[config.mk]
export PLATFORM = sky130hd
export DESIGN_NAME = timer_capture_compare_channel
export DESIGN_NICKNAME = d
export VERILOG_FILES = /design/src/core/pin_sync3.v /design/src/core/timer_capture_compare_channel.v
export VERILOG_INCLUDE_DIRS = /design/src /design/src/core
export SDC_FILE = /design/constraint.sdc
export NUM_CORES = 1
export LEC_CHECK = 0
export CAP_MARGIN = 10
export CORE_AREA = 5 5 126 128
export DETAILED_ROUTE_END_ITERATION = 10
export DIE_AREA = 0 0 131 133
export DONT_BUFFER_PORTS = 1
export PLACE_DENSITY = 0.72
export SKIP_LAST_GASP = 1
export SYNTH_ARGS = -nofsm -noshare
export SYNTH_HDL_FRONTEND = slang
export SYNTH_SLANG_ARGS = --single-unit
[constraint.sdc]
create_clock -name ref_clk_i -period 10.5 [get_ports ref_clk_i]
set_input_delay 2.625 -clock ref_clk_i [delete_from_list [all_inputs] [get_ports ref_clk_i]]
set_output_delay 2.625 -clock ref_clk_i [all_outputs]
set_load 0.02 [all_outputs]
[src/core/cc_map.vh]
// Register map, field positions, reset values and mode codes of the
// capture/compare channel. Definitions only; included by bare name.
`ifndef CC_MAP_VH
`define CC_MAP_VH

// Register byte offsets (APB, one 32-bit word each)
`define CC_OFF_CAP_CTRL    12'h000
`define CC_OFF_CAP_BUF     12'h004
`define CC_OFF_CMP_CTRL    12'h008
`define CC_OFF_CMP_PRI     12'h00C
`define CC_OFF_CMP_SEC     12'h010

// Capture control fields
`define CC_CAP_IDLE_BIT    13
`define CC_CAP_TSEL_BIT    7
`define CC_CAP_CPI_HI      6
`define CC_CAP_CPI_LO      5
`define CC_CAP_OVF_BIT     4
`define CC_CAP_BNE_BIT     3
`define CC_CAP_MODE_HI     2
`define CC_CAP_MODE_LO     0

// Compare control fields
`define CC_CMP_IDLE_BIT    13
`define CC_CMP_FLT_BIT     4
`define CC_CMP_TSEL_BIT    3
`define CC_CMP_MODE_HI     2
`define CC_CMP_MODE_LO     0

// Reset values
`define CC_RST_MODE        3'h0
`define CC_RST_CPI         2'h0
`define CC_RST_VALUE       16'h0000

// Capture modes
`define CC_CAP_OFF         3'h0
`define CC_CAP_EVERY       3'h1
`define CC_CAP_FALL        3'h2
`define CC_CAP_RISE        3'h3
`define CC_CAP_RISE4       3'h4
`define CC_CAP_RISE16      3'h5
`define CC_CAP_UNUSED      3'h6
`define CC_CAP_WAKE        3'h7

// Prescaler terminal counts
`define CC_PRE4_LAST       4'h3
`define CC_PRE16_LAST      4'hF

// Compare modes
`define CC_CMP_OFF         3'h0
`define CC_CMP_HIGH_SHOT   3'h1
`define CC_CMP_LOW_SHOT    3'h2
`define CC_CMP_TOGGLE      3'h3
`define CC_CMP_DLY_SHOT    3'h4
`define CC_CMP_CONT        3'h5
`define CC_CMP_PWM         3'h6
`define CC_CMP_PWM_FLT     3'h7

`endif

[src/core/pin_sync3.v]
// Three-stage synchroniser for one asynchronous pin with agreement filter.
// Assumes the pin is unrelated to ref_clk_i; output moves only when the
// second and third stages agree.
`timescale 1ns/1ps
`default_nettype none

module pin_sync3 #(
  parameter INIT = 1'b0
) (
  // Clock and reset
  input  wire ref_clk_i,
  input  wire rstn_i,
  // Pin and filtered level
  input  wire pin_i,
  output reg  level_o
);

  reg s1_r;
  reg s2_r;
  reg s3_r;

  // First stage feeds only the second stage
  always @(posedge ref_clk_i) begin
    if (!rstn_i) begin
      s1_r    <= INIT;
      s2_r    <= INIT;
      s3_r    <= INIT;
      level_o <= INIT;
    end else begin
      s1_r <= pin_i;
      s2_r <= s1_r;
      s3_r <= s2_r;
      if (s2_r == s3_r) begin
        level_o <= s3_r;
      end
    end
  end

endmodule // pin_sync3

`default_nettype wire

[src/core/timer_capture_compare_channel.v]
// One input capture channel and one output compare channel on APB.
// Assumes both time base timers are counted outside and arrive on the
// system clock; idle and sleep come from the power controller, same clock.
`timescale 1ns/1ps
`default_nettype none
`include "cc_map.vh"

module timer_capture_compare_channel #(
  parameter DEPTH_LOG2 = 2
) (
  // Clock and reset
  input  wire        ref_clk_i,
  input  wire        rstn_i,
  // APB slave
  input  wire [11:0] paddr_i,
  input  wire        psel_i,
  input  wire        penable_i,
  input  wire        pwrite_i,
  input  wire [31:0] pwdata_i,
  output reg  [31:0] prdata_o,
  output reg         pready_o,
  output reg         pslverr_o,
  // Time bases and power state
  input  wire [15:0] second_timer_count_i,
  input  wire [15:0] third_timer_count_i,
  input  wire        cpu_idle_i,
  input  wire        cpu_sleep_i,
  // Pins
  input  wire        capture_input_pin_i,
  input  wire        compare_fault_input_i,
  output reg         compare_output_pin_o,
  output reg         compare_output_oe_o,
  // Events
  output reg         capture_irq_o,
  output reg         compare_irq_o,
  output reg         wake_o
);

  localparam DEPTH = 1 << DEPTH_LOG2;

  ////////////////////////////////////////////////////////////////////////
  // Pin synchronisers

  wire cap_lvl;
  wire flt_lvl;

  pin_sync3 #(.INIT(1'b0)) u_cap_sync (
    .ref_clk_i (ref_clk_i),
    .rstn_i    (rstn_i),
    .pin_i     (capture_input_pin_i),
    .level_o   (cap_lvl)
  );

  // Fault idles high so reset does not look like a falling edge
  pin_sync3 #(.INIT(1'b1)) u_flt_sync (
    .ref_clk_i (ref_clk_i),
    .rstn_i    (rstn_i),
    .pin_i     (compare_fault_input_i),
    .level_o   (flt_lvl)
  );

  ////////////////////////////////////////////////////////////////////////
  // APB decode

  wire acc_start = psel_i & penable_i & ~pready_o;
  wire acc_done  = psel_i & penable_i & pready_o;
  wire wr_done   = acc_done & pwrite_i;
  wire rd_done   = acc_done & ~pwrite_i;

  wire sel_cap_ctrl = (paddr_i == `CC_OFF_CAP_CTRL);
  wire sel_cap_buf  = (paddr_i == `CC_OFF_CAP_BUF);
  wire sel_cmp_ctrl = (paddr_i == `CC_OFF_CMP_CTRL);
  wire sel_cmp_pri  = (paddr_i == `CC_OFF_CMP_PRI);
  wire sel_cmp_sec  = (paddr_i == `CC_OFF_CMP_SEC);
  wire sel_any      = sel_cap_ctrl | sel_cap_buf | sel_cmp_ctrl |
                      sel_cmp_pri | sel_cmp_sec;

  wire low_power = cpu_idle_i | cpu_sleep_i;

  ////////////////////////////////////////////////////////////////////////
  // Capture state

  reg        cap_stop_r;
  reg        cap_tsel_r;
  reg  [1:0] cap_cpi_r;
  reg  [2:0] cap_mode_r;
  reg        cap_ovf_r;
  reg        cap_prev_r;
  reg  [3:0] cap_pre_r;
  reg  [1:0] cap_icnt_r;
  reg  [DEPTH_LOG2-1:0] wr_ptr_r;
  reg  [DEPTH_LOG2-1:0] rd_ptr_r;
  reg  [DEPTH_LOG2:0]   fill_r;
  reg  [15:0] buf_mem [0:DEPTH-1];

  wire cap_ctrl_wr = wr_done & sel_cap_ctrl;
  wire cap_rise    = cap_lvl & ~cap_prev_r;
  wire cap_fall    = ~cap_lvl & cap_prev_r;
  wire cap_run     = ~(cpu_idle_i & cap_stop_r);
  // Fill never passes DEPTH, so its top bit alone marks a full buffer
  wire buf_full    = fill_r[DEPTH_LOG2];
  wire buf_nempty  = (fill_r != {(DEPTH_LOG2+1){1'b0}});
  wire [15:0] cap_time = cap_tsel_r ? second_timer_count_i :
                                      third_timer_count_i;

  reg cap_ev_raw;
  always @* begin
    case (cap_mode_r)
      `CC_CAP_EVERY:  cap_ev_raw = cap_rise | cap_fall;
      `CC_CAP_FALL:   cap_ev_raw = cap_fall;
      `CC_CAP_RISE:   cap_ev_raw = cap_rise;
      `CC_CAP_RISE4:  cap_ev_raw = cap_rise & (cap_pre_r == `CC_PRE4_LAST);
      `CC_CAP_RISE16: cap_ev_raw = cap_rise & (cap_pre_r == `CC_PRE16_LAST);
      default:        cap_ev_raw = 1'b0;
    endcase
  end

  wire cap_ev   = cap_ev_raw & cap_run;
  wire cap_push = cap_ev & ~buf_full;
  wire cap_pop  = rd_done & sel_cap_buf & buf_nempty;

  // Interrupt after the selected number of captures; mode 001 interrupts on every capture
  wire cap_cnt_hit = (cap_mode_r == `CC_CAP_EVERY) |
                     (cap_icnt_r == cap_cpi_r);
  // Mode 111 ignores all other capture settings
  wire cap_wake_ev = (cap_mode_r == `CC_CAP_WAKE) & cap_rise &
                     low_power;

  // Buffer storage has no reset; only entries below fill are visible
  always @(posedge ref_clk_i) begin
    if (cap_push) begin
      buf_mem[wr_ptr_r] <= cap_time;
    end
  end

  always @(posedge ref_clk_i) begin
    if (!rstn_i) begin
      cap_stop_r <= 1'b0;
      cap_tsel_r <= 1'b0;
      cap_cpi_r  <= `CC_RST_CPI;
      cap_mode_r <= `CC_RST_MODE;
      cap_ovf_r  <= 1'b0;
      cap_prev_r <= 1'b0;
      cap_pre_r  <= 4'h0;
      cap_icnt_r <= 2'h0;
      wr_ptr_r   <= {DEPTH_LOG2{1'b0}};
      rd_ptr_r   <= {DEPTH_LOG2{1'b0}};
      fill_r     <= {(DEPTH_LOG2+1){1'b0}};
    end else begin
      cap_prev_r <= cap_lvl;
      if (cap_ctrl_wr) begin
        cap_stop_r <= pwdata_i[`CC_CAP_IDLE_BIT];
        cap_tsel_r <= pwdata_i[`CC_CAP_TSEL_BIT];
        cap_cpi_r  <= pwdata_i[`CC_CAP_CPI_HI:`CC_CAP_CPI_LO];
        cap_mode_r <= pwdata_i[`CC_CAP_MODE_HI:`CC_CAP_MODE_LO];
        cap_pre_r  <= 4'h0;
        cap_icnt_r <= 2'h0;
      end else begin
        if (cap_rise & cap_run & ((cap_mode_r == `CC_CAP_RISE4) |
                                  (cap_mode_r == `CC_CAP_RISE16))) begin
          cap_pre_r <= (cap_ev_raw) ? 4'h0 : cap_pre_r + 4'h1;
        end
        if (cap_ev) begin
          cap_icnt_r <= cap_cnt_hit ? 2'h0 : cap_icnt_r + 2'h1;
        end
      end
      // Overflow only clears when the channel is switched off
      if (cap_ev & buf_full) begin
        cap_ovf_r <= 1'b1;
      end else if (cap_mode_r == `CC_CAP_OFF) begin
        cap_ovf_r <= 1'b0;
      end
      if (cap_push) begin
        wr_ptr_r <= wr_ptr_r + {{(DEPTH_LOG2-1){1'b0}}, 1'b1};
      end
      if (cap_pop) begin
        rd_ptr_r <= rd_ptr_r + {{(DEPTH_LOG2-1){1'b0}}, 1'b1};
      end
      if (cap_push & ~cap_pop) begin
        fill_r <= fill_r + {{DEPTH_LOG2{1'b0}}, 1'b1};
      end else if (cap_pop & ~cap_push) begin
        fill_r <= fill_r - {{DEPTH_LOG2{1'b0}}, 1'b1};
      end
    end
  end

  ////////////////////////////////////////////////////////////////////////
  // Compare state

  reg        cmp_stop_r;
  reg        cmp_tsel_r;
  reg  [2:0] cmp_mode_r;
  reg        cmp_flt_r;
  reg        cmp_done_r;
  reg [15:0] cmp_pri_r;
  reg [15:0] cmp_sec_r;
  reg        mp_prev_r;
  reg        ms_prev_r;
  reg        zero_prev_r;
  reg        flt_prev_r;

  wire cmp_ctrl_wr = wr_done & sel_cmp_ctrl;
  wire [2:0] new_mode = pwdata_i[`CC_CMP_MODE_HI:`CC_CMP_MODE_LO];
  wire [15:0] cmp_time = cmp_tsel_r ? third_timer_count_i :
                                      second_timer_count_i;
  wire cmp_run  = ~(cpu_idle_i & cmp_stop_r);
  wire match_p  = (cmp_time == cmp_pri_r);
  wire match_s  = (cmp_time == cmp_sec_r);
  wire at_zero  = (cmp_time == 16'h0000);
  // Edge of a match so a slow, prescaled timer fires once per value
  wire hit_p    = match_p & ~mp_prev_r & cmp_run;
  wire hit_s    = match_s & ~ms_prev_r & cmp_run;
  wire hit_zero = at_zero & ~zero_prev_r & cmp_run;
  wire flt_fall = ~flt_lvl & flt_prev_r;
  wire is_pwm   = (cmp_mode_r == `CC_CMP_PWM) |
                  (cmp_mode_r == `CC_CMP_PWM_FLT);

  reg        out_nxt;
  reg        done_nxt;
  reg        flt_nxt;
  reg        cirq_nxt;

  always @* begin
    out_nxt  = compare_output_pin_o;
    done_nxt = cmp_done_r;
    flt_nxt  = cmp_flt_r;
    cirq_nxt = 1'b0;
    if (cmp_ctrl_wr) begin
      done_nxt = 1'b0;
      // A fault edge in the write cycle wins over the clear
      if (flt_fall & (new_mode == `CC_CMP_PWM_FLT)) begin
        flt_nxt  = 1'b1;
        cirq_nxt = 1'b1;
      end else if (flt_lvl) begin
        flt_nxt = 1'b0;
      end
      case (new_mode)
        `CC_CMP_HIGH_SHOT: out_nxt = 1'b0;
        `CC_CMP_LOW_SHOT:  out_nxt = 1'b1;
        `CC_CMP_TOGGLE:    out_nxt = compare_output_pin_o;
        `CC_CMP_DLY_SHOT:  out_nxt = 1'b0;
        `CC_CMP_CONT:      out_nxt = 1'b0;
        `CC_CMP_PWM:       out_nxt = (cmp_pri_r != 16'h0000);
        `CC_CMP_PWM_FLT:   out_nxt = (cmp_pri_r != 16'h0000) &
                                     ~(flt_nxt);
        default:           out_nxt = 1'b0;
      endcase
    end else begin
      case (cmp_mode_r)
        `CC_CMP_HIGH_SHOT: begin
          if (hit_p) begin
            out_nxt = 1'b1;
          end
          cirq_nxt = out_nxt & ~compare_output_pin_o;
        end
        `CC_CMP_LOW_SHOT: begin
          if (hit_p) begin
            out_nxt = 1'b0;
          end
          cirq_nxt = ~out_nxt & compare_output_pin_o;
        end
        `CC_CMP_TOGGLE: begin
          if (hit_p) begin
            out_nxt = ~compare_output_pin_o;
          end
          cirq_nxt = hit_p;
        end
        `CC_CMP_DLY_SHOT, `CC_CMP_CONT: begin
          if (~cmp_done_r & hit_p) begin
            out_nxt = 1'b1;
          end else if (~cmp_done_r & hit_s & compare_output_pin_o) begin
            out_nxt  = 1'b0;
            done_nxt = (cmp_mode_r == `CC_CMP_DLY_SHOT);
          end
          cirq_nxt = ~out_nxt & compare_output_pin_o;
        end
        `CC_CMP_PWM: begin
          if (hit_zero) begin
            out_nxt = (cmp_sec_r != 16'h0000);
          end else if (hit_p) begin
            out_nxt = 1'b0;
          end
          cirq_nxt = 1'b0;
        end
        `CC_CMP_PWM_FLT: begin
          if (cmp_flt_r | flt_fall) begin
            out_nxt = 1'b0;
            flt_nxt = 1'b1;
          end else if (hit_zero) begin
            out_nxt = (cmp_sec_r != 16'h0000);
          end else if (hit_p) begin
            out_nxt = 1'b0;
          end
          cirq_nxt = flt_fall & ~cmp_flt_r;
        end
        default: begin
          out_nxt = 1'b0;
        end
      endcase
    end
  end

  always @(posedge ref_clk_i) begin
    if (!rstn_i) begin
      cmp_stop_r  <= 1'b0;
      cmp_tsel_r  <= 1'b0;
      cmp_mode_r  <= `CC_RST_MODE;
      cmp_flt_r   <= 1'b0;
      cmp_done_r  <= 1'b0;
      cmp_pri_r   <= `CC_RST_VALUE;
      cmp_sec_r   <= `CC_RST_VALUE;
      mp_prev_r   <= 1'b0;
      ms_prev_r   <= 1'b0;
      zero_prev_r <= 1'b0;
      flt_prev_r  <= 1'b1;
      compare_output_pin_o <= 1'b0;
      compare_output_oe_o  <= 1'b0;
      compare_irq_o        <= 1'b0;
    end else begin
      flt_prev_r <= flt_lvl;
      if (cmp_run) begin
        mp_prev_r   <= match_p;
        ms_prev_r   <= match_s;
        zero_prev_r <= at_zero;
      end
      if (cmp_ctrl_wr) begin
        cmp_stop_r <= pwdata_i[`CC_CMP_IDLE_BIT];
        cmp_tsel_r <= pwdata_i[`CC_CMP_TSEL_BIT];
        cmp_mode_r <= new_mode;
      end
      // Period start reloads the duty so a running PWM never glitches
      if (wr_done & sel_cmp_pri) begin
        cmp_pri_r <= pwdata_i[15:0];
      end else if (is_pwm & hit_zero) begin
        cmp_pri_r <= cmp_sec_r;
      end
      if (wr_done & sel_cmp_sec) begin
        cmp_sec_r <= pwdata_i[15:0];
      end
      cmp_flt_r            <= flt_nxt;
      cmp_done_r           <= done_nxt;
      compare_output_pin_o <= out_nxt;
      compare_output_oe_o  <= cmp_ctrl_wr ? (new_mode != `CC_CMP_OFF) :
                              (cmp_mode_r != `CC_CMP_OFF);
      compare_irq_o        <= cirq_nxt;
    end
  end

  ////////////////////////////////////////////////////////////////////////
  // Events and APB answer

  reg [31:0] rdata;
  always @* begin
    rdata = 32'h0000_0000;
    if (sel_cap_ctrl) begin
      rdata[`CC_CAP_IDLE_BIT] = cap_stop_r;
      rdata[`CC_CAP_TSEL_BIT] = cap_tsel_r;
      rdata[`CC_CAP_CPI_HI:`CC_CAP_CPI_LO] = cap_cpi_r;
      rdata[`CC_CAP_OVF_BIT]  = cap_ovf_r;
      rdata[`CC_CAP_BNE_BIT]  = buf_nempty;
      rdata[`CC_CAP_MODE_HI:`CC_CAP_MODE_LO] = cap_mode_r;
    end else if (sel_cap_buf) begin
      rdata[15:0] = buf_nempty ? buf_mem[rd_ptr_r] : 16'h0000;
    end else if (sel_cmp_ctrl) begin
      rdata[`CC_CMP_IDLE_BIT] = cmp_stop_r;
      rdata[`CC_CMP_FLT_BIT]  = cmp_flt_r;
      rdata[`CC_CMP_TSEL_BIT] = cmp_tsel_r;
      rdata[`CC_CMP_MODE_HI:`CC_CMP_MODE_LO] = cmp_mode_r;
    end else if (sel_cmp_pri) begin
      rdata[15:0] = cmp_pri_r;
    end else if (sel_cmp_sec) begin
      rdata[15:0] = cmp_sec_r;
    end
  end

  always @(posedge ref_clk_i) begin
    if (!rstn_i) begin
      prdata_o      <= 32'h0000_0000;
      pready_o      <= 1'b0;
      pslverr_o     <= 1'b0;
      capture_irq_o <= 1'b0;
      wake_o        <= 1'b0;
    end else begin
      // One wait state: pready rises in the second access cycle
      pready_o  <= acc_start;
      pslverr_o <= acc_start & ~sel_any;
      prdata_o  <= (acc_start & ~pwrite_i) ? rdata : 32'h0000_0000;
      capture_irq_o <= (cap_ev & cap_cnt_hit) | cap_wake_ev;
      wake_o        <= low_power & (cap_ev | cap_wake_ev);
    end
  end

endmodule // timer_capture_compare_channel

`default_nettype wire

**Yosys cells after proc, flatten, opt, wreduce, memory -nomap -nowiden**

Memory sizes are Yosys's and may differ from the RTL's. A register that Yosys moved wholly into a read port is not among the register bits.
Cells that the tools add are included.

- Eq/ne operators: 30
- $add $sub $neg: 6
- Bitwise operators: 82
- Multiplexer cells: 51
- Reductions and logical operators: 21

Operator list:

| operator | number |
|---|---|
| $mux 16 | 8 |
| $and 1x1->1 | 47 |
| $eq 16x16->1 | 2 |
| $reduce_bool 16->1 | 2 |
| $mux 1 | 29 |
| $eq 3x3->1 const B | 9 |
| $eq 12x4->1 const B | 2 |
| $not 1->1 | 23 |
| $eq 3x2->1 const B | 6 |
| $logic_not 16->1 | 1 |
| $mux 8 | 2 |
| $eq 12x3->1 const B | 1 |
| $eq 12x5->1 const B | 1 |
| $logic_not 12->1 | 1 |
| $or 1x1->1 | 12 |
| $pmux 1 s5 | 2 |
| $reduce_bool 2->1 | 5 |
| $reduce_bool 3->1 | 3 |
| $mux 2 | 4 |
| $add 2x1->2 const B | 3 |
| $eq 3x1->1 const B | 2 |
| $mux 3 | 2 |
| $pmux 1 s6 | 1 |
| $reduce_and 2->1 | 3 |
| other kinds (16) | 19 |

- Bits of input ports: 85
- Memories kept: 1
- Register bits: 112
- Memory bits (writable): 64

Memory list:

| memory | depth | bits a word | rd ports | clocked after Yosys merged registers in | write ports | line | RTL |
|---|---|---|---|---|---|---|---|
| buf_mem | 4 | 16 | 1 | 1 | 1 | timer_capture_compare_channel.v:94 | `reg [15:0] buf_mem [0:DEPTH-1];` |

**Longest topological paths before layout**

- Depth after elaboration: 14
- Mapped depth: 13

**Hierarchy**

Synthesis repeated with hierarchy kept, for this count alone.

- Cell total of the unflattened synthesis: 718
- Area total of the unflattened synthesis: 7,875.1 sq um

By module, submodules not included:

| module | cells each | area an instance (sq um) | instances | seq. area each (sq um) |
|---|---|---|---|---|
| timer_capture_compare_channel | 698 | 7,646.1 | 1 | 3,723.6 |
| pin_sync3 at u_cap_sync | 10 | 116.4 | 1 | 80.1 |
| pin_sync3 at u_flt_sync | 10 | 112.6 | 1 | 80.1 |

**Least setup slack after synthesis**

OpenSTA, ideal clock, no wires.

- Path kind: input -> register
- Start: in paddr_i[6]
- End: reg fill_r[2]
- Cell stages on the path: 11
- Buffers on the path: 0
- Setup slack: 5,383 ps
- Setup time: 70 ps
- Arrival: 5,046 ps
- Cell sequence: nor4_1 > nand4b_1 > nor4b_1 > nor3b_1 > inv_1 > ha_1 > inv_1 > fa_1 > xor2_1 > or3_1 > a21oi_1

- Cells in the longest elaborated chain, start to end: 6

RTL lines:

| item | line | RTL |
|---|---|---|
| start: declaration | timer_capture_compare_channel.v:15 | `input wire [11:0] paddr_i,` |
| $eq 12x3->1 (no source line) (*) | - |  |
| $and 1x1->1 (*) (2 in series) | timer_capture_compare_channel.v:120 | `wire cap_pop = rd_done & sel_cap_buf & buf_nempty;` |
| $not 1->1 | timer_capture_compare_channel.v:179 | `if (cap_push & ~cap_pop) begin` |
| $and 1x1->1 | timer_capture_compare_channel.v:179 |  |
| $mux 3 / $reduce_bool 2->1 (equally long branches) | - |  |
| end signal: assignment | timer_capture_compare_channel.v:148 | `fill_r <= {(DEPTH_LOG2+1){1'b0}};` |
| end signal: assignment | timer_capture_compare_channel.v:180 | `fill_r <= fill_r + {{DEPTH_LOG2{1'b0}}, 1'b1};` |
| end signal: assignment | timer_capture_compare_channel.v:182 | `fill_r <= fill_r - {{DEPTH_LOG2{1'b0}}, 1'b1};` |
| end: declaration | timer_capture_compare_channel.v:93 | `reg [DEPTH_LOG2:0] fill_r;` |

Mark *: on every way between the ends. The rest lies on a longest branch, timed or not.
A chain may end at the register's enable or synchronous reset.

**Final worst setup path**

- Start: in second_timer_count_i[13]
- End: reg cmp_pri_r[6]

- Cells in the longest elaborated chain, start to end: 6

RTL lines:

| item | line | RTL |
|---|---|---|
| start: declaration | timer_capture_compare_channel.v:24 | `input wire [15:0] second_timer_count_i,` |
| $mux 16 | timer_capture_compare_channel.v:204 | `wire [15:0] cmp_time = cmp_tsel_r ? third_timer_count_i :` |
| $logic_not 16->1 | timer_capture_compare_channel.v:209 | `wire at_zero = (cmp_time == 16'h0000);` |
| $and 1x1->1 (2 in series) | timer_capture_compare_channel.v:213 | `wire hit_zero = at_zero & ~zero_prev_r & cmp_run;` |
| $and 1x1->1 | timer_capture_compare_channel.v:334 | `end else if (is_pwm & hit_zero) begin` |
| $reduce_bool 2->1 (no source line) | - |  |
| end signal: assignment | timer_capture_compare_channel.v:310 | `` cmp_pri_r <= `CC_RST_VALUE; `` |
| end signal: assignment | timer_capture_compare_channel.v:333 | `cmp_pri_r <= pwdata_i[15:0];` |
| end signal: assignment | timer_capture_compare_channel.v:335 | `cmp_pri_r <= cmp_sec_r;` |
| end: declaration | timer_capture_compare_channel.v:195 | `reg [15:0] cmp_pri_r;` |

No other way between the ends.

==> results.txt <==
CP Launch Type -> primary input
Placed insts -> 878
Die area -> 0.0174 mm^2
Fin. Hold Viols -> 0
H-tree Lvls -> 4
Worst r2r src -> cap_mode_r[0]$_SDFFE_PN0P_
# diodes -> 0
Sum Neg Setup Slack -> 0 ns
CTS Hold Bufs -> 0
Layout fillers -> 1191
Cts repair resizes -> 0
Gr ovfl total -> 0
Hold Path Sink -> u_flt_sync.s2_r$_SDFF_PN1_
NumNets Final -> 803
Vias in the first global route -> 5679
DRT iter0 DRCs -> 582
Pin count of the biggest net entering global routing -> 64
GPL Wtd Cong -> 0.954
Antenna violations before repair -> 0
Die Y -> 133 um
Cell taking the most area after synthesis -> dfxtp_1
Post-synthesis area per instance -> 10.7 um^2
DP Worst Slack -> 5.08 ns
TritonCTS Buffers -> 17
CP Launch Point -> second_timer_count_i[13]
Layout cells sized above 1 -> 12.3%
First drt pass iteration count -> 6
Class of the worst hold path -> reg -> reg
Post-Route WL -> 19.7 mm
Area of the multi-input gates -> 0.00359 mm^2
Vias post-DR -> 5731
PnR worst setup slack -> 5.41 ns
Slew headroom -> 24.0%
Maximum VDD drop -> 0.134 mV
Crit share post-route -> 48.5%
Remaining antenna violation count after routing -> 0
Routed len/inst -> 21.7 um
Post-synth top area share -> 25.2%
Hold Path Origin -> u_flt_sync.s1_r$_SDFF_PN1_
Status -> finished, final reports clean
Worst Reg-to-Reg Cells -> 11
Vias/cell -> 6.30
Clock transition at the registers of the reported paths -> 0.07 ns
Clk Latency, worst-skew pair -> 0.44 ns
Syn Inst Count -> 728
Worst Tran Pin Value -> 1.14 ns
Sequential area share after synthesis -> 49.8%
Reg area -> 0.00388 mm^2
Reg2reg end -> fill_r[2]$_SDFFE_PN0P_
Clock Tree Root -> clkbuf_16
CTS tree -> yes
Synth warnings -> 0
Fin crit period -> 5.09 ns
CP Class -> in -> reg
First-pass GRT wire length -> 30.7 mm
PortBufs -> 0
Main area contributors after synthesis -> dfxtp_1 (25%), edfxtp_1 (25%), mux4_2 (4.6%)
CP Data Required Time -> 10.81 ns
CTS sink cnt -> 162
Leading cell type in the layout, fill and taps excluded -> dfxtp_1
CTS max path bufs -> 2
Final setup vio count -> 0
Synth Register Bits -> 162
Final Max Slew Viols -> 0
WHS Path Cells -> 1
Pwr/cell area -> 157 mW/mm^2
R2r setup slk -> 6.93 ns
Fin cells -> 910
Hold_ws -> 0.408 ns
Fmax -> 0.196 GHz
DRC violations left -> 0
Synthesized cell area -> 0.00780 mm^2
Max capacitance violation total -> 0
Die width -> 131 um
Rows -> 45
Initial Utilization -> 52.9%
Most frequent cells in the layout -> dfxtp_1 (98), nand2_1 (73), nor2_1 (72)
Cell leakage power -> 2.70 nW
Total power -> 1.32 mW
Worst setup EP type -> register
DP HPWL -> 13.9 mm
Clk_skew -> 0.00926 ns
I/O Pins -> 124
Ys async rst share -> 0%
Post-synth EDFFs -> 64
Global Route Usage Sum -> 23.0%
Area delta synth->final -> 7.64%
Unrepaired setup endpoints after global routing -> no
Crit path max fanout -> 16
Most used DFF post-synth -> dfxtp_1
CORE AREA -> 0.0148 mm^2
Distinct cells, synth -> 69
# Post-CTS Setup Buffers -> 0
Worst EP arrival -> 5.40 ns
[final cells by class]
cell class | instances | share of cell area [%]
Clock buffer | 17 | 5.07
Clock inverter | 15 | 2.01
Inverter | 14 | 0.626
Multi-Input combinational cell | 509 | 42.8
Sequential cell | 162 | 46.3
Tap cell | 188 | 2.80
Timing Repair Buffer | 5 | 0.447
[report_power, final]
group / total (mW) / internal, mW / switching (mW)
Combinational: 0.0350 / 0.0116 / 0.0235
Sequential: 0.655 / 0.654 / 0.000995
Clock: 0.629 / 0.357 / 0.272
Total: 1.32 / 1.02 / 0.296
[cells in the mapped netlist (3+ instances only)]
library cell and instances:
a211oi_1 19, a21oi_1 45, a222oi_1 14, a31oi_1 3, and2_1 12, and3_1 4, buf_4 16, buf_6 3
clkbuf_1 34, dfxtp_1 98, edfxtp_1 64, ha_1 8, inv_1 13, mux2_2 21, mux2i_1 35, mux2i_2 5
mux4_2 16, nand2_1 73, nand2b_1 4, nand3_1 11, nand4_1 7, nand4b_1 3, nor2_1 72, nor2b_1 5
nor3_1 15, nor4_1 15, nor4_2 4, o21ai_0 10, o21ai_1 4, o31ai_1 3, or3_1 5, xnor2_1 31
xor2_1 12
[flip-flops by register name, summed over array words and instances (netlist names), 2 cells and up, named ones only]
name	cells
rd_ptr_r	2
cmp_mode_r	3
cap_pre_r	4
wr_ptr_r	2
cmp_sec_r	16
cmp_pri_r	16
cap_cpi_r	2
cap_icnt_r	2
fill_r	3
prdata_o	16
buf_mem	64
cap_mode_r	3
[through the flow]
stage | utilization (%) | area [um^2]
after floorplan | - | 7860
after global placement | 52.9 | 7800
after detailed placement | 52.9 | 7800
after CTS | 56.9 | 8400
after global routing | 56.9 | 8400
final | 56.9 | 8400
[worst max path at each step]
stage	endpoint	slack [ns]
global placement	cmp_pri_r[13]$_SDFFE_PN0P_	5.25
floorplan	fill_r[2]$_SDFFE_PN0P_	5.38
CTS	cmp_pri_r[6]$_SDFFE_PN0P_	5.50
detailed placement	cmp_pri_r[9]$_SDFFE_PN0P_	5.08
finish	cmp_pri_r[6]$_SDFFE_PN0P_	5.41
global route	fill_r[2]$_SDFFE_PN0P_	5.28
[logic make-up (layout without fill, tap and decap cells)]
family                   count (synthesis)  after routing  share of synthesized area (%)
AO/OA/AOI/OAI                          115            115                           9.90
XOR/XNOR                                43             43                           4.83
adder cells (fa/ha/maj)                  9              9                           1.54
buffers and inverters                   72             51                           4.96
flip-flops                             162            162                           49.8
multiplexers                            78             78                           13.2
other                                    1             16                         0.0481
AND/OR/NAND/NOR                        248            248                           15.8
[worst max-delay path: stages]
cell	delay (ns)
or4_1	0.51
a2111oi_0	0.45
a21boi_2	0.37
and3_1	0.91
mux2i_1	0.20
a211oi_1	0.34
[metal layers]
| metal | track usage [%] | vias up | share of wire, % |
|---|---|---|---|
| li1 | - | 2592 | - |
| met1 | 29.9 | 2774 | 40 |
| met2 | 36.1 | 317 | 47 |
| met3 | 7.06 | 48 | 10 |
| met4 | 8.69 | 0 | 2.8 |
| met5 | 0 | - | 0 |
No activity file was read; power rests on OpenSTA's default activity.
